**config.mk**
```make
export PLATFORM = sky130hd
export DESIGN_NAME = ppg_system_control_regs
export DESIGN_NICKNAME = d
export VERILOG_FILES = /design/src/rtl/ppg_pkg.sv /design/src/rtl/ppg_ctl_if.sv /design/src/rtl/ppg_irq_pin.sv /design/src/rtl/ppg_clk_ratio.sv /design/src/rtl/ppg_system_control_regs.sv
export VERILOG_INCLUDE_DIRS = /design/src /design/src/rtl
export SDC_FILE = /design/constraint.sdc
export NUM_CORES = 1
export LEC_CHECK = 0
export BUFFER_PORTS_ARGS = -buffer_cell sky130_fd_sc_hd__buf_2
export CORE_MARGIN = 2
export CORE_UTILIZATION = 24
export DETAILED_ROUTE_END_ITERATION = 16
export SYNTH_ARGS = -nofsm -noshare
export SYNTH_HDL_FRONTEND = slang
export SYNTH_SLANG_ARGS = --single-unit
export TNS_END_PERCENT = 100
```
**constraint.sdc**
```tcl
create_clock -name i_clk -period 1.8 [get_ports i_clk]
set_clock_uncertainty 0.15 [all_clocks]
set_input_delay 0.18 -clock i_clk [delete_from_list [all_inputs] [get_ports i_clk]]
set_output_delay 0.18 -clock i_clk [all_outputs]
set_load 0.01 [all_outputs]
```
**src/rtl/ppg_defs.svh**
```systemverilog
`ifndef PPG_DEFS_SVH
`define PPG_DEFS_SVH

// ----------------------------------------------------------------
// register offsets
// ----------------------------------------------------------------
`define PPG_OFS_STATUS      8'h00
`define PPG_OFS_IRQ_MASK    8'h01
`define PPG_OFS_PIN_CFG     8'h02
`define PPG_OFS_FIFO_THR    8'h06
`define PPG_OFS_PART_ID     8'h08
`define PPG_OFS_CLK_RATIO   8'h0a
`define PPG_OFS_OP_MODE     8'h10
`define PPG_OFS_SAMPLE_CTL  8'h11

// ----------------------------------------------------------------
// reset values
// ----------------------------------------------------------------
`define PPG_RST_IRQ_MASK    16'h00ff
`define PPG_RST_PIN_CFG     16'h0000
`define PPG_RST_FIFO_THR    16'h0000
`define PPG_RST_OP_MODE     16'h0000
`define PPG_RST_SAMPLE_CTL  16'h5000
`define PPG_ZERO16          16'h0000

// ----------------------------------------------------------------
// field positions
// ----------------------------------------------------------------
`define PPG_BIT_FIFO_MASK   8
`define PPG_BIT_SECOND      6
`define PPG_BIT_FIRST       5
`define PPG_BIT_PIN_ON      2
`define PPG_BIT_PIN_DRIVE   1
`define PPG_BIT_PIN_LEVEL   0
`define PPG_THR_HI          13
`define PPG_THR_LO          8
`define PPG_MODE_HI         1
`define PPG_MODE_LO         0
`define PPG_BIT_READBACK    13
`define PPG_BIT_FULL_HOLD   12
`define PPG_RATIO_HI        11
`define PPG_CNT_HI          15
`define PPG_CNT_LO          8

// ----------------------------------------------------------------
// counts and identity
// ----------------------------------------------------------------
`define PPG_RATIO_ZERO      12'h000
`define PPG_RATIO_ONE       12'h001
`define PPG_RATIO_MAX       12'hfff
// arbitrary value, not tied to any real part
`define PPG_PART_ID         16'h5a3c

`endif

```
**src/rtl/ppg_pkg.sv**
```systemverilog
package ppg_pkg;

	typedef enum logic [1:0] {
		PPG_MODE_STANDBY = 2'h0,
		PPG_MODE_PROGRAM = 2'h1,
		PPG_MODE_SAMPLE  = 2'h2
	} ppg_mode_e;

	typedef enum logic [1:0] {
		PPG_CAL_IDLE = 2'h0,
		PPG_CAL_SYNC = 2'h1,
		PPG_CAL_HALF = 2'h3,
		PPG_CAL_FULL = 2'h2
	} ppg_cal_e;

	typedef logic [11:0] ppg_ratio_t;

endpackage

```
**src/rtl/ppg_ctl_if.sv**
```systemverilog
`timescale 1ns/100ps
`default_nettype none

interface ppg_ctl_if;
	logic               pin_on;
	logic               pin_drive_style;
	logic               pin_level_sel;
	logic               pending;
	logic               measure_on;
	logic               slow_clk;
	ppg_pkg::ppg_ratio_t ratio;

	modport regs_irq (output pin_on, output pin_drive_style, output pin_level_sel,
		output pending);
	modport pin (input pin_on, input pin_drive_style, input pin_level_sel,
		input pending);
	modport regs_cal (output measure_on, output slow_clk, input ratio);
	modport cal (input measure_on, input slow_clk, output ratio);
endinterface

`default_nettype wire

```
**src/rtl/ppg_irq_pin.sv**
```systemverilog
`timescale 1ns/100ps
`default_nettype none

module ppg_irq_pin (
	input  wire logic i_clk,        // system clock
	input  wire logic i_rst,        // sync reset, active high
	ppg_ctl_if.pin    ctl,          // pin configuration and pending
	output var  logic o_pin_o,      // pin output level
	output var  logic o_pin_oe      // pin output enable, high drives
);
	wire level_next;
	wire oe_next;

	assign level_next = ctl.pending ^ ctl.pin_level_sel;
	assign oe_next    = ctl.pin_on & (~ctl.pin_drive_style | ctl.pending);

	always_ff @(posedge i_clk) begin
		if (i_rst) begin
			o_pin_o  <= 1'b0;
			o_pin_oe <= 1'b0;
		end else begin
			o_pin_o  <= level_next;
			o_pin_oe <= oe_next;
		end
	end

	chk_pin_floats_off: assert property (
		@(posedge i_clk) disable iff (i_rst)
		!ctl.pin_on |=> !o_pin_oe) else $error("irq pin driven while disabled");
	chk_open_drain_idle: assert property (
		@(posedge i_clk) disable iff (i_rst)
		ctl.pin_on && ctl.pin_drive_style && !ctl.pending |=> !o_pin_oe)
		else $error("open drain pin driven while idle");
	chk_pin_polarity: assert property (
		@(posedge i_clk) disable iff (i_rst)
		ctl.pin_on && ctl.pending |=> o_pin_oe && (o_pin_o == !$past(ctl.pin_level_sel)))
		else $error("irq pin level wrong");
endmodule

`default_nettype wire

```
**src/rtl/ppg_clk_ratio.sv**
```systemverilog
`timescale 1ns/100ps
`default_nettype none
`include "ppg_defs.svh"

module ppg_clk_ratio (
	input  wire logic i_clk,        // fast clock being measured
	input  wire logic i_rst,        // sync reset, active high
	ppg_ctl_if.cal    ctl           // enable, slow clock level, result
);
	ppg_pkg::ppg_cal_e   state_reg;
	ppg_pkg::ppg_cal_e   state_next;
	ppg_pkg::ppg_ratio_t cnt_reg;
	ppg_pkg::ppg_ratio_t ratio_reg;
	logic                slow_prev_reg;

	wire slow_rise;
	wire cnt_sat;

	assign slow_rise = ctl.slow_clk & ~slow_prev_reg;
	assign cnt_sat   = (cnt_reg == `PPG_RATIO_MAX);
	assign ctl.ratio = ratio_reg;

	always_comb begin
		state_next = state_reg;
		case (state_reg)
			ppg_pkg::PPG_CAL_IDLE: state_next = ppg_pkg::PPG_CAL_SYNC;
			ppg_pkg::PPG_CAL_SYNC: if (slow_rise) state_next = ppg_pkg::PPG_CAL_HALF;
			ppg_pkg::PPG_CAL_HALF: if (slow_rise) state_next = ppg_pkg::PPG_CAL_FULL;
			ppg_pkg::PPG_CAL_FULL: if (slow_rise) state_next = ppg_pkg::PPG_CAL_HALF;
			default:               state_next = ppg_pkg::PPG_CAL_IDLE;
		endcase
		if (!ctl.measure_on) state_next = ppg_pkg::PPG_CAL_IDLE;
	end

	// counts fast edges across two slow periods, rising edge to rising edge
	always_ff @(posedge i_clk) begin
		if (i_rst) begin
			state_reg     <= ppg_pkg::PPG_CAL_IDLE;
			cnt_reg       <= `PPG_RATIO_ZERO;
			ratio_reg     <= `PPG_RATIO_ZERO;
			slow_prev_reg <= 1'b0;
		end else begin
			state_reg     <= state_next;
			slow_prev_reg <= ctl.slow_clk;
			if (state_reg == ppg_pkg::PPG_CAL_FULL && slow_rise && ctl.measure_on)
				ratio_reg <= cnt_reg + `PPG_RATIO_ONE;
			if (slow_rise && state_reg != ppg_pkg::PPG_CAL_HALF)
				cnt_reg <= `PPG_RATIO_ZERO;
			else if (!cnt_sat)
				cnt_reg <= cnt_reg + `PPG_RATIO_ONE;
		end
	end

	chk_ratio_capture: assert property (
		@(posedge i_clk) disable iff (i_rst)
		ctl.measure_on && state_reg == ppg_pkg::PPG_CAL_FULL && slow_rise
		|=> ctl.ratio == $past(cnt_reg) + `PPG_RATIO_ONE) else $error("ratio not captured");
endmodule

`default_nettype wire

```
**src/rtl/ppg_system_control_regs.sv**
```systemverilog
`timescale 1ns/100ps
`default_nettype none
`include "ppg_defs.svh"

// How it works
// - fifo mask bit 0 lets the fifo threshold condition raise the interrupt
// - second window mask resets to 1; writing 0 enables its sample interrupt
// - first window mask resets to 1; writing 0 enables its sample interrupt
// - pin enable 0 floats the pin; status flags keep recording events
// - drive style 0 always drives; 1 drives only while asserted
// - polarity 0 is active high, 1 is active low
// - fifo interrupt when word count strictly exceeds 6-bit threshold
// - fifo interrupt drops by itself once count no longer exceeds threshold
// - with measure on, count fast cycles over two slow periods into 12 bits
// - mode field: 0 standby, 1 program, 2 sample
// - readback bit: 0 block sum, 1 block average of extended data
// - full hold 0 wraps and overwrites; 1 writes only when not full
// - fifo fill is in bytes, threshold in words; halve bytes to compare
// - window flags set on events, write 1 clears, write 0 ignored
module ppg_system_control_regs (
	input  wire logic       i_clk,                  // system clock, 125 MHz
	input  wire logic       i_rst,                  // sync reset, active high
	input  wire logic [7:0] i_reg_addr,             // register offset
	input  wire logic [15:0] i_reg_wdata,           // register write data
	input  wire logic       i_reg_wr,               // write strobe
	input  wire logic       i_reg_rd,               // read strobe
	output var  logic [15:0] o_reg_rdata,           // read data
	output var  logic       o_reg_rvalid,           // read data valid pulse
	input  wire logic       i_first_window_done,    // first window sample pulse
	input  wire logic       i_second_window_done,   // second window sample pulse
	input  wire logic [7:0] i_fifo_byte_count,      // bytes held in the fifo
	input  wire logic       i_slow_clk,             // slow clock level
	input  wire logic       i_fast_osc_measure_on,  // clock ratio measurement enable
	output var  logic       o_irq_pin_o,            // interrupt pin level
	output var  logic       o_irq_pin_oe,           // interrupt pin enable, high drives
	output var  logic       o_irq_pending,          // any unmasked source pending
	output var  logic [1:0] o_operating_mode,       // operating mode
	output var  logic       o_extended_readback_sel,// 0 sum, 1 average
	output var  logic       o_queue_full_hold,      // 1 holds new data when full
	output var  logic       o_first_window_flag,    // first window status flag
	output var  logic       o_second_window_flag    // second window status flag
);
	// ----------------------------------------------------------------
	// storage
	// ----------------------------------------------------------------
	logic [15:0] irq_mask_reg;
	logic [15:0] pin_cfg_reg;
	logic [15:0] fifo_thr_reg;
	logic [15:0] op_mode_reg;
	logic [15:0] sample_ctl_reg;
	logic        first_flag_reg;
	logic        second_flag_reg;
	logic        first_flag_next;
	logic        second_flag_next;
	logic        pending_reg;
	logic [15:0] rdata_next;

	ppg_ctl_if ctl ();

	// ----------------------------------------------------------------
	// decode
	// ----------------------------------------------------------------
	wire hit_status;
	wire hit_mask;
	wire hit_pin;
	wire hit_thr;
	wire hit_id;
	wire hit_ratio;
	wire hit_mode;
	wire hit_sample;

	assign hit_status = (i_reg_addr == `PPG_OFS_STATUS);
	assign hit_mask   = (i_reg_addr == `PPG_OFS_IRQ_MASK);
	assign hit_pin    = (i_reg_addr == `PPG_OFS_PIN_CFG);
	assign hit_thr    = (i_reg_addr == `PPG_OFS_FIFO_THR);
	assign hit_id     = (i_reg_addr == `PPG_OFS_PART_ID);
	assign hit_ratio  = (i_reg_addr == `PPG_OFS_CLK_RATIO);
	assign hit_mode   = (i_reg_addr == `PPG_OFS_OP_MODE);
	assign hit_sample = (i_reg_addr == `PPG_OFS_SAMPLE_CTL);

	wire wr_status;
	wire clr_first;
	wire clr_second;

	assign wr_status  = i_reg_wr & hit_status;
	assign clr_first  = wr_status & i_reg_wdata[`PPG_BIT_FIRST];
	assign clr_second = wr_status & i_reg_wdata[`PPG_BIT_SECOND];

	// ----------------------------------------------------------------
	// fifo level compare
	// ----------------------------------------------------------------
	wire [6:0] fifo_words;
	wire [5:0] queue_level_limit;
	wire       fifo_over;

	assign fifo_words        = i_fifo_byte_count[7:1];
	assign queue_level_limit = fifo_thr_reg[`PPG_THR_HI:`PPG_THR_LO];
	assign fifo_over         = fifo_words > {1'b0, queue_level_limit};

	// ----------------------------------------------------------------
	// interrupt sources
	// ----------------------------------------------------------------
	wire first_window_irq_block;
	wire second_window_irq_block;
	wire fifo_irq_block;
	wire pending_next;

	assign first_window_irq_block  = irq_mask_reg[`PPG_BIT_FIRST];
	assign second_window_irq_block = irq_mask_reg[`PPG_BIT_SECOND];
	assign fifo_irq_block          = irq_mask_reg[`PPG_BIT_FIFO_MASK];
	assign pending_next = (first_flag_next & ~first_window_irq_block)
		| (second_flag_next & ~second_window_irq_block)
		| (fifo_over & ~fifo_irq_block);

	// set wins over a simultaneous write-1 clear
	always_comb begin
		first_flag_next  = (first_flag_reg & ~clr_first) | i_first_window_done;
		second_flag_next = (second_flag_reg & ~clr_second) | i_second_window_done;
	end

	// ----------------------------------------------------------------
	// read mux
	// ----------------------------------------------------------------
	always_comb begin
		rdata_next = `PPG_ZERO16;
		if (hit_status) begin
			rdata_next[`PPG_CNT_HI:`PPG_CNT_LO] = i_fifo_byte_count;
			rdata_next[`PPG_BIT_SECOND]         = second_flag_reg;
			rdata_next[`PPG_BIT_FIRST]          = first_flag_reg;
		end else if (hit_mask) begin
			rdata_next = irq_mask_reg;
		end else if (hit_pin) begin
			rdata_next = pin_cfg_reg;
		end else if (hit_thr) begin
			rdata_next = fifo_thr_reg;
		end else if (hit_id) begin
			rdata_next = `PPG_PART_ID;
		end else if (hit_ratio) begin
			rdata_next[`PPG_RATIO_HI:0] = ctl.ratio;
		end else if (hit_mode) begin
			rdata_next = op_mode_reg;
		end else if (hit_sample) begin
			rdata_next = sample_ctl_reg;
		end
	end

	// ----------------------------------------------------------------
	// registers
	// ----------------------------------------------------------------
	always_ff @(posedge i_clk) begin
		if (i_rst) begin
			irq_mask_reg   <= `PPG_RST_IRQ_MASK;
			pin_cfg_reg    <= `PPG_RST_PIN_CFG;
			fifo_thr_reg   <= `PPG_RST_FIFO_THR;
			op_mode_reg    <= `PPG_RST_OP_MODE;
			sample_ctl_reg <= `PPG_RST_SAMPLE_CTL;
		end else if (i_reg_wr) begin
			if (hit_mask)   irq_mask_reg   <= i_reg_wdata;
			if (hit_pin)    pin_cfg_reg    <= i_reg_wdata;
			if (hit_thr)    fifo_thr_reg   <= i_reg_wdata;
			if (hit_mode)   op_mode_reg    <= i_reg_wdata;
			if (hit_sample) sample_ctl_reg <= i_reg_wdata;
		end
	end

	always_ff @(posedge i_clk) begin
		if (i_rst) begin
			first_flag_reg  <= 1'b0;
			second_flag_reg <= 1'b0;
			pending_reg     <= 1'b0;
		end else begin
			first_flag_reg  <= first_flag_next;
			second_flag_reg <= second_flag_next;
			pending_reg     <= pending_next;
		end
	end

	always_ff @(posedge i_clk) begin
		if (i_rst) begin
			o_reg_rdata  <= `PPG_ZERO16;
			o_reg_rvalid <= 1'b0;
		end else begin
			o_reg_rvalid <= i_reg_rd;
			if (i_reg_rd) o_reg_rdata <= rdata_next;
		end
	end

	// ----------------------------------------------------------------
	// outputs and submodules
	// ----------------------------------------------------------------
	assign o_operating_mode        = op_mode_reg[`PPG_MODE_HI:`PPG_MODE_LO];
	assign o_extended_readback_sel = sample_ctl_reg[`PPG_BIT_READBACK];
	assign o_queue_full_hold       = sample_ctl_reg[`PPG_BIT_FULL_HOLD];
	assign o_first_window_flag     = first_flag_reg;
	assign o_second_window_flag    = second_flag_reg;
	assign o_irq_pending           = pending_reg;

	assign ctl.pin_on          = pin_cfg_reg[`PPG_BIT_PIN_ON];
	assign ctl.pin_drive_style = pin_cfg_reg[`PPG_BIT_PIN_DRIVE];
	assign ctl.pin_level_sel   = pin_cfg_reg[`PPG_BIT_PIN_LEVEL];
	assign ctl.pending         = pending_reg;
	assign ctl.measure_on      = i_fast_osc_measure_on;
	assign ctl.slow_clk        = i_slow_clk;

	ppg_irq_pin u_irq_pin (
		.i_clk    (i_clk),
		.i_rst    (i_rst),
		.ctl      (ctl.pin),
		.o_pin_o  (o_irq_pin_o),
		.o_pin_oe (o_irq_pin_oe)
	);

	ppg_clk_ratio u_clk_ratio (
		.i_clk (i_clk),
		.i_rst (i_rst),
		.ctl   (ctl.cal)
	);

	// ----------------------------------------------------------------
	// checks
	// ----------------------------------------------------------------
	chk_fifo_irq_on: assert property (
		@(posedge i_clk) disable iff (i_rst)
		!fifo_irq_block && fifo_over |=> o_irq_pending) else $error("fifo irq missing");
	chk_fifo_irq_drop: assert property (
		@(posedge i_clk) disable iff (i_rst)
		!fifo_over && !first_flag_next && !second_flag_next |=> !o_irq_pending)
		else $error("irq held without source");
	chk_fifo_compare: assert property (
		@(posedge i_clk) disable iff (i_rst)
		fifo_over == (i_fifo_byte_count >
			{1'b0, fifo_thr_reg[`PPG_THR_HI:`PPG_THR_LO], 1'b1}))
		else $error("fifo compare wrong");
	chk_second_irq: assert property (
		@(posedge i_clk) disable iff (i_rst)
		i_second_window_done && !second_window_irq_block |=> o_irq_pending && o_second_window_flag)
		else $error("second window irq missing");
	chk_first_irq: assert property (
		@(posedge i_clk) disable iff (i_rst)
		i_first_window_done && !first_window_irq_block |=> o_irq_pending && o_first_window_flag)
		else $error("first window irq missing");
	chk_flag_set_wins: assert property (
		@(posedge i_clk) disable iff (i_rst)
		i_first_window_done && clr_first |=> o_first_window_flag)
		else $error("flag set lost to clear");
	chk_flag_w1c: assert property (
		@(posedge i_clk) disable iff (i_rst)
		clr_second && !i_second_window_done |=> !o_second_window_flag)
		else $error("write one did not clear");
	chk_flag_w0_keep: assert property (
		@(posedge i_clk) disable iff (i_rst)
		o_first_window_flag && !clr_first |=> o_first_window_flag)
		else $error("flag lost without clear");
	chk_masked_silent: assert property (
		@(posedge i_clk) disable iff (i_rst)
		irq_mask_reg[`PPG_BIT_FIFO_MASK] && irq_mask_reg[`PPG_BIT_SECOND]
			&& irq_mask_reg[`PPG_BIT_FIRST] |=> !o_irq_pending)
		else $error("irq while all masked");
	chk_mode_write: assert property (
		@(posedge i_clk) disable iff (i_rst)
		i_reg_wr && hit_mode |=> o_operating_mode == $past(i_reg_wdata[`PPG_MODE_HI:`PPG_MODE_LO]))
		else $error("mode not written");
	chk_read_latency: assert property (
		@(posedge i_clk) disable iff (i_rst)
		i_reg_rd && hit_ratio
		|=> o_reg_rvalid && o_reg_rdata[`PPG_CNT_HI:`PPG_RATIO_HI+1] == 4'h0)
		else $error("ratio read wrong");
endmodule

`default_nettype wire

```
# After elaboration in Yosys (flattened, before gate mapping)
# Cells that the tools add are included.
[classes]
n_bitwise = 24
n_reduce_logical = 14
n_eq_ne = 14
magnitude_cmp = 1
n_mux = 15
n_addsub = 1
[op_table]
columns = ["operator", "count"]
rows = [
  ["$mux 16", 6],
  ["$eq 8x4->1 const B", 2],
  ["$eq 8x5->1 const B", 2],
  ["$add 12x1->12 const B", 1],
  ["$eq 12x12->1 const B", 1],
  ["$mux 12", 1],
  ["$reduce_and 2->1", 6],
  ["$and 1x1->1", 10],
  ["$eq 8x1->1 const B", 1],
  ["$eq 8x2->1 const B", 1],
  ["$eq 8x3->1 const B", 1],
  ["$logic_not 8->1", 1],
  ["$mux 8", 1],
  ["$not 1->1", 8],
  ["$gt 7x6->1", 1],
  ["$mux 2", 3],
  ["$pmux 2 s3", 1],
  ["$reduce_or 2->1", 3],
  ["$mux 5", 1],
  ["$or 1x1->1", 5],
  ["$eq 2x2->1 const B", 2],
  ["$mux 4", 1],
  ["$ne 2x1->1 const B", 2],
  ["$logic_and 1x1->1", 3],
  ["other kinds (5)", 5],
]
[word_totals]
output_inout_bits = 26
elab_cells = 85
inputBits = 40
reg_bits = 129

# Logic depth before layout (Yosys ltp)
# Gate-level depths: netlist of run 1.
[logic_depth]
depth_word = 9
mapped_depth = 9
mapped_depth_nobuf = 7

# Hierarchy
# A second synthesis of run 1 with hierarchy kept.
[unflattened]
cells_unflattened = 742
hier_area_um2 = 6029.5
[modules_own_cells]
columns = ["mod", "area_per_inst_um2", "n_inst", "seq_area_each_um2", "cells_each"]
rows = [
  ["ppg_system_control_regs", 4750.8, 1, 2001.9, 604],
  ["ppg_clk_ratio", 1207.4, 1, 540.5, 132],
  ["ppg_irq_pin", 71.3, 1, 40.0, 6],
]

# Least setup slack after synthesis of run 1
# OpenSTA, ideal clock, no wires.
[synth_timing]
path_type = "input to register"
from = "in i_reg_addr[7]"
to = "reg o_reg_rdata[11]"
setup_time_ps = 115
cell_stages = 7
arrival_ps = 1663
path_buffers = 2
t_required_ps = 1535
slack_ps = -128
cell_sequence = "or4_1 -> buf_2 -> or3_1 -> clkbuf_1 -> a21oi_1 -> a21oi_1 -> o21a_1"
[synth_between]
elab_chain_cells = 9
elab_cells_between_ends = 16
cone_classes = "eq/ne: 7; mux: 8; reduce/logical: 1"
[synth_rtl]
columns = ["item", "line_no", "rtl"]
rows = [
  ["start, declared", "ppg_system_control_regs.sv:23", "input wire logic [7:0] i_reg_addr,"],
  ["$eq 8x5->1 (no line)", "-", ""],
  ["$mux 16", "ppg_system_control_regs.sv:142", "end else if (hit_sample) begin"],
  ["$mux 16", "ppg_system_control_regs.sv:140", "end else if (hit_mode) begin"],
  ["$mux 12", "ppg_system_control_regs.sv:138", "end else if (hit_ratio) begin"],
  ["$mux 16", "ppg_system_control_regs.sv:136", "end else if (hit_id) begin"],
  ["$mux 16", "ppg_system_control_regs.sv:134", "end else if (hit_thr) begin"],
  ["$mux 16", "ppg_system_control_regs.sv:132", "end else if (hit_pin) begin"],
  ["$mux 16", "ppg_system_control_regs.sv:130", "end else if (hit_mask) begin"],
  ["$mux 8 (*)", "ppg_system_control_regs.sv:126", "if (hit_status) begin"],
  ["end signal, assigned", "ppg_system_control_regs.sv:180", "o_reg_rdata <= `PPG_ZERO16;"],
  ["end signal, assigned", "ppg_system_control_regs.sv:184", "if (i_reg_rd) o_reg_rdata <= rdata_next;"],
  ["end, declared", "ppg_system_control_regs.sv:27", "output var logic [15:0] o_reg_rdata,"],
]
# Mark *: on every way between the ends. The rest lies on a longest branch, timed or not.
# A chain may end at the register's enable or synchronous reset.

# Worst setup path after layout of run 1
[layout_timing]
from = "in i_reg_addr[7]"
to = "reg pin_cfg_reg[10]"
[layout_between]
elab_chain_cells = 2
[layout_rtl]
columns = ["item", "line_no", "rtl"]
rows = [
  ["$eq 8x2->1 (no line)", "-", ""],
  ["$reduce_and 2->1 (no line)", "-", ""],
  ["end signal, assigned", "ppg_system_control_regs.sv:153", "pin_cfg_reg <= `PPG_RST_PIN_CFG;"],
  ["end signal, assigned", "ppg_system_control_regs.sv:159", "if (hit_pin) pin_cfg_reg <= i_reg_wdata;"],
  ["end, declared", "ppg_system_control_regs.sv:47", "logic [15:0] pin_cfg_reg;"],
]
# Every way passes these cells.

==> results.md, run 1 <==
- Cell count of the worst hold path: 3
- Number of inserted diodes: 0
- Total nets after synthesis: 796
- Outcome: completed
- Reg2reg path depth: 5
- Dominant cell by count in the synthesized netlist: nand2_1
- Post-placement cell count: ~1200
- Root buf cell: clkbuf_16
- Vias per cell: ~4.8
- Detailed-route DRC error count: 0
- Period minus WS final: around 1700 ps
- Pwr dens: 864 mW/mm²
- Die Ht: 161 µm
- Worst min-delay path class: primary input to flip-flop
- Total gr overflow: 0
- Number of iterations in the first detailed-routing pass: 5
- Total I/O pin count: 66
- Kind of start point of the critical path: primary input
- Buffers inserted by post-CTS timing repair: 0
- Unique cell type count in the Yosys netlist: between 50 and 60
- Area of the die: ~0.026 mm²
- Async set-or-reset flop fraction in the synthesized netlist: 0%
- Final Hold Vio Count: 0
- Number of port buffers: 65
- Data arrival time of the critical path: between 1500 and 2000 ps
- Mean cell area of the mapped netlist: 7.96 µm²
- Number of enable-type register cells in the synthesized netlist: 0
- First-pass GRT wire length: roughly 32 mm
- Synthesized netlist cell count: roughly 750
- End of the worst register-to-register path: o_irq_pending
- Number of clock sinks: ~130
- Sequential share of the synthesized area: ~44%
- Slew Limit Fails: 0
- Register share of total power: 41.8%
- Synth top area share: 43.5%
- Start point of the worst min-delay path: i_fifo_byte_count[0]
- Setup-violating endpoint count in the final report: 0
- Maximum vdd drop: roughly 0.00048 V
- Clk slew on worst S/H paths: 60 ps
- Cell types with the largest area share after synthesis: dfxtp_1, a21oi_1, nand2_1
- Number of synthesis warnings: 0
- Combinational share of power: approximately 7.7%
- Source-to-sink clock delay at the later pin of the worst-skew pair: approximately 420 ps
- Synth-to-layout area growth: 35.9%
- Reported leakage power: roughly 3 nW
- Initial antenna violation count: 1
- Final estimated routing congestion in global placement: a little under 0.9
- TritonCTS clock tree: built
- HPWL after detailed placement: about 15 mm
- Internal power: 5.20 mW
- Maximum number of pins on one net before global-route repair: 56
- Critical path launch point: i_reg_addr[7]
- Maximum clock path buffer count: 2
- Htree depth: 4
- Share of post-route cells with drive strength above 1: approximately 22%
- Normalized max-slew margin: about 76%
- Antenna Violating Nets Remaining: 0
- Main synth FF type: dfxtp_1
- Standard cell core area: around 0.024 mm²
- Synth top cells by count: nand2_1, dfxtp_1, a21oi_1
- Number of buffers added by the clock tree synthesis step: 17
- Reg2reg setup slack: approximately 140 ps
- Highest net fanout along the worst path: 9
- Source of the worst register-to-register timing path: fifo_thr_reg[12]
- Total wirelength of the detailed-routed design: between 20 and 25 mm
- Net load switching power: roughly 1.8 mW
- Highest clock frequency the design can meet: ~600 MHz
- Crit path kind: primary input to flip-flop
- Critical path data required time: ~2000 ps
- Slew of the pin with the lowest slew margin: ~350 ps
- Fraction of power spent switching nets: 25.4%
- Chip width: 161 µm
- Initial Util: between 20% and 30%
- Nets: 942
- Power Total: around 7 mW
- Largest area contributor in the synthesized netlist: dfxtp_1
- Endpoint, Worst Hold: o_reg_rdata[8]
- Iteration-0 DRC Markers: approximately 440
- Clock group share of total power: just over 50%
- Number of synthesized register bits: 129
- CP Capture Type: flip-flop
- Standard-cell row count: between 50 and 60
- Number of vias in the routed layout: 5933
- Post-Layout Cell Count: 1229
- Number of maximum-capacitance constraint violations: 0
- Crit share post-route: a little over nine tenths
- Wirelength per Cell: roughly 16 µm
- Netlist area before placement: 0.00594 mm²
- Via count of the first global-routing pass: roughly 5600
- GRT Total Usage: between 10% and 20%
## cell type report
class                           count  area, µm²
Fill cell                        2546      16300
Multi-Input combinational cell    543       3070
Clock inverter                     15        170
Sequential cell                   129       2580
Clock buffer                       17        425
Tap cell                          324        405
Inverter                           15       56.3
Timing Repair Buffer              186       1360
## through the flow
step                      hold WS, ps  setup TNS (ps)  setup WS [ps]  area, µm²  util [%]
final                            18.9               0           98.3       8070      33.2
after floorplan                   151            -429          -53.1       5960         -
after global placement            261          -20740           -417       7210      29.7
after CTS                        2.77               0           44.4       8050      33.1
after global routing             45.3           -9.31          -9.31       8070      33.2
after detailed placement          266          -16700           -338       7210      29.7
## worst max path at each step
stage	end	slack, ps	cells past startpoint
5_1_grt	o_reg_rdata[8]	-9	8
4_1_cts	u_clk_ratio.cnt_reg[5]	40	6
3_3_place_gp	o_reg_rdata[12]	-420	9
6_report	pin_cfg_reg[10]	100	10
3_5_place_dp	pin_cfg_reg[12]	-340	10
2_1_floorplan	o_reg_rdata[11]	-50	7
## power groups by stage
stage,Combinational (mW),Clock (mW),Sequential (mW)
CTS,0.532,3.58,2.91
global placement,0.485,0,2.98
detailed placement,0.489,0,2.98
global route,0.586,3.70,2.92
finish,0.537,3.52,2.91
floorplan,0.226,0,2.98
## worst max-delay path, cell delays in order
cell     delay, ps
buf_2          120
nor4_2         390
buf_4          210
buf_4          140
and3_1         200
buf_4          170
nand2_1        100
buf_4          200
nand2_1         80
a21oi_1         60
## kinds of logic after synthesis
logic type | share of synthesized area (%)
compound gates | 21.1
fa+ha+maj | 2.11
buf+inv | 5.33
flops | 43.5
simple gates | 23.7
xor+xnor | 1.77
mux | 2.53
## layout by cell type, fill, tap and decap left out, drive strengths merged, types with 5 or more instances in the layout
cell type	n
dfxtp	129
nor2	47
a211oi	14
nor3	10
buf	162
nand2b	9
o22ai	9
mux2i	15
nand3	54
xor2	6
inv	23
nand2	140
a21oi	105
xnor2	6
or3	5
nand3b	6
and3	10
a221oi	12
o21ai	17
clkbuf	17
dlygate4sd3	24
nor2b	8
ha	10
a311oi	5
## metal layers
layer  wire, µm  vias up  GRT usage (%)  part of all wire (%)
met3       1260       26           3.36                   6.3
met5         16        -              0                 0.080
li1           -     2929              -                     -
met4        463        2           5.56                   2.3
met1       9300     2783           21.2                    46
met2       9010      193           24.5                    45
## repair_timing
item | CTS | global route
gates resized for setup | 0 | 3
hold buffers | 24 | 0
endpoints found under the hold margin | 82 | 0
setup endpoints to repair | 0 | 26
Power figures use the tool's default switching activity.
==> run 2: changes to the inputs <==
Settings changed: PLACE_DENSITY set to 0.52.
==> run 2 against run 1 <==
Net effect: die area did not move; count of clock-buffer cells in the layout rose by 8; register-to-register slack worse by 20 ps; sequential cell count is the same; largest power group unchanged.
==> results.md, run 2 (synthesized netlist as in run 1, its figures left out) <==
- End of the worst register-to-register path: u_clk_ratio.cnt_reg[5]
- Register share of total power: 40.2% (-1.6 points)
- Via count of the first global-routing pass: 5505 (-2.3%)
- Die Ht: 161 µm (unchanged)
- Standard cell core area: 0.0243 mm² (unchanged)
- Clock group share of total power: 52.3% (+1.8 points)
- Maximum vdd drop: 0.000701 V (+45%)
- Crit share post-route: 93.4% (-1.2 points)
- Most common cell after layout, fill and taps aside: nand2_1
- Standard-cell row count: 57 (unchanged)
- Kind of start point of the critical path: flip-flop
- Root buf cell: clkbuf_16
- Combinational share of power: 7.6% (about the same)
- Highest net fanout along the worst path: 8 (-1)
- Final Hold Vio Count: 0 (unchanged)
- Number of filler cells placed in the layout: 2562 (+0.63%)
- Worst min-delay path class: primary input to flip-flop
- Slew of the pin with the lowest slew margin: 478 ps (+124 ps)
- Total I/O pin count: 66 (unchanged)
- Reg2reg setup slack: 120 ps (-20 ps)
- Post-Layout Cell Count: 1226 (-0.24%)
- Setup-violating endpoint count in the final report: 0 (unchanged)
- Internal power: 5.64 mW (+8.5%)
- Period minus WS final: 1680 ps (-20.8 ps)
- Detailed-route DRC error count: 0 (unchanged)
- Critical path data required time: 2010 ps (+60 ps)
- Cells along the critical path: ha_1 > nand2_1 > nor3_2 > nand3_2 > buf_4 > a21oi_1
- First-pass GRT wire length: 31.2 mm (-1.2%)
- Fraction of power spent switching nets: 22.4% (-3.1 points)
- Antenna Violating Nets Remaining: 0 (unchanged)
- Area of the die: 0.0260 mm² (unchanged)
- Number of buffers added by the clock tree synthesis step: 17 (unchanged)
- Reg2reg path depth: 6 (+1)
- Net load switching power: 1.62 mW (-8.4%)
- Slew Limit Fails: 0 (unchanged)
- Vias per cell: 4.73 (-2.1%)
- Endpoint, Worst Hold: o_reg_rdata[10]
- Start point of the worst min-delay path: i_fifo_byte_count[2]
- Nets: 938 (-0.42%)
- Initial antenna violation count: 0 (-1)
- Delay of the slowest cell on the worst path: 370 ps (-20 ps)
- Maximum number of pins on one net before global-route repair: 50 (-11%)
- GRT Total Usage: 15.7% (+0.068 points)
- Iteration-0 DRC Markers: 457 (+3.6%)
- Share of post-route cells with drive strength above 1: 22.0% (-0.34 points)
- Htree depth: 4 (unchanged)
- Wirelength per Cell: 16.3 µm (-0.40%)
- Number of maximum-capacitance constraint violations: 0 (unchanged)
- Reported leakage power: 3.09 nW (+1.0%)
- Pwr dens: 884 mW/mm² (+2.3%)
- Top library cells by usage in the layout, fill and taps aside: nand2_1, dfxtp_1, a21oi_1
- Crit path kind: flip-flop to flip-flop
- Total gr overflow: 0 (unchanged)
- CP Capture Type: flip-flop
- Source of the worst register-to-register timing path: u_clk_ratio.cnt_reg[1]
- Minimum hold slack: 20.5 ps (+1.54 ps)
- Outcome: completed
- Highest clock frequency the design can meet: 595 MHz (+1.2%)
- Total wirelength of the detailed-routed design: 19.9 mm (-0.64%)
- Number of vias in the routed layout: 5795 (-2.3%)
- Data arrival time of the critical path: 1890 ps (+40 ps)
- Critical-path cell with the highest stage delay: dfxtp_1
- Number of iterations in the first detailed-routing pass: 5 (unchanged)
- Final non-filler cell area: 0.00822 mm² (+1.8%)
- TritonCTS clock tree: built
- Post-Place Cell Area: 0.00727 mm² (+0.85%)
- Source-to-sink clock delay at the later pin of the worst-skew pair: 430 ps (about the same)
- Clk slew on worst S/H paths: 60 ps (about the same)
- Post-placement cell count: 1167 (-0.51%)
- HPWL after detailed placement: 15.2 mm (+2.7%)
- Initial Util: 24.4% (unchanged)
- Final estimated routing congestion in global placement: 0.810 (-8.9%)
- Chip width: 161 µm (unchanged)
- Synth-to-layout area growth: 38.4%
- Number of clock sinks: 129 (unchanged)
- Normalized max-slew margin: 68.1% (-7.7 points)
- Number of port buffers: 65 (unchanged)
- Cell count of the worst hold path: 3 (unchanged)
- Maximum clock path buffer count: 2 (unchanged)
-- run 2: cell count changes in the layout (fill, tap and decap cells not counted), moves of 5 or more --
| cell | change |
|---|---|
| buf_12 | +8 |
| clkbuf_8 | +5 |
| inv_6 | -6 |
| buf_4 | -14 |
-- run 2: power groups by stage --
stage | registers, mW | logic (mW) | clock network [mW]
after floorplan | 2.98 | 0.226 | 0
after global placement | 2.98 | 0.499 | 0
after detailed placement | 2.98 | 0.498 | 0
after CTS | 2.91 | 0.544 | 3.85
after global routing | 2.92 | 0.598 | 3.97
final | 2.91 | 0.548 | 3.80
-- run 2: worst max-delay path: cells and delay by family (launching register included) --
kind | cells | cell delay (ps)
simple gates | 3 | 540
flops | 1 | 370
buf+inv | 1 | 220
fa+ha+maj | 1 | 190
compound gates | 1 | 130
-- run 2: metal layers --
| metal | track usage (%) | vias to the layer above | routed length [µm] |
|---|---|---|---|
| li1 | - | 2926 | - |
| met1 | 21.0 | 2695 | 9410 |
| met2 | 24.9 | 161 | 9060 |
| met3 | 4.06 | 13 | 1260 |
| met4 | 4.59 | 0 | 197 |
| met5 | 0 | - | 0 |
-- run 2: what timing repair did --
item                                    in CTS  in global routing
hold endpoints to repair                    84                  0
endpoints found under the setup margin       0                  7
setup buffers                                0                  0
resized for setup                            0                  7
hold buffers                                26                  0
-- run 2: metrics by stage --
step | total power, mW | utilization [%] | setup TNS [ps] | worst slack, ps
final | 7.26 | 33.8 | 0 | 119
after global routing | 7.49 | 33.8 | -16.1 | -10.8
after CTS | 7.31 | 33.7 | 0 | 8.17
after detailed placement | 3.47 | 29.9 | -6500 | -250
after global placement | 3.48 | 29.9 | -6030 | -232
after floorplan | 3.20 | - | -429 | -53.1
-- run 2: cell type report --
type                       instances  area, µm²  area share, %
multi-input combinational        543       3080           37.5
sequential                       129       2590           31.5
timing repair buffer             182       1430           17.5
clock buffer                      25        505           6.15
tap                              324        405           4.93
clock inverter                     7        145           1.77
inverter                          15       56.3          0.685
antenna                            1       2.50         0.0305
-- run 2: how the worst max path moves through the flow --
| stage | startpoint | end | slack (ps) | cells after the start |
|---|---|---|---|---|
| final | u_clk_ratio.cnt_reg[1] | u_clk_ratio.cnt_reg[5] | 120 | 6 |
| after global routing | u_clk_ratio.cnt_reg[1] | u_clk_ratio.cnt_reg[4] | -10 | 6 |
| after CTS | u_clk_ratio.cnt_reg[1] | u_clk_ratio.cnt_reg[4] | 8 | 6 |
| after detailed placement | i_reg_addr[7] | o_reg_rdata[11] | -250 | 6 |
| after global placement | i_reg_addr[7] | o_reg_rdata[11] | -230 | 6 |
| after floorplan | i_reg_addr[7] | o_reg_rdata[11] | -50 | 7 |
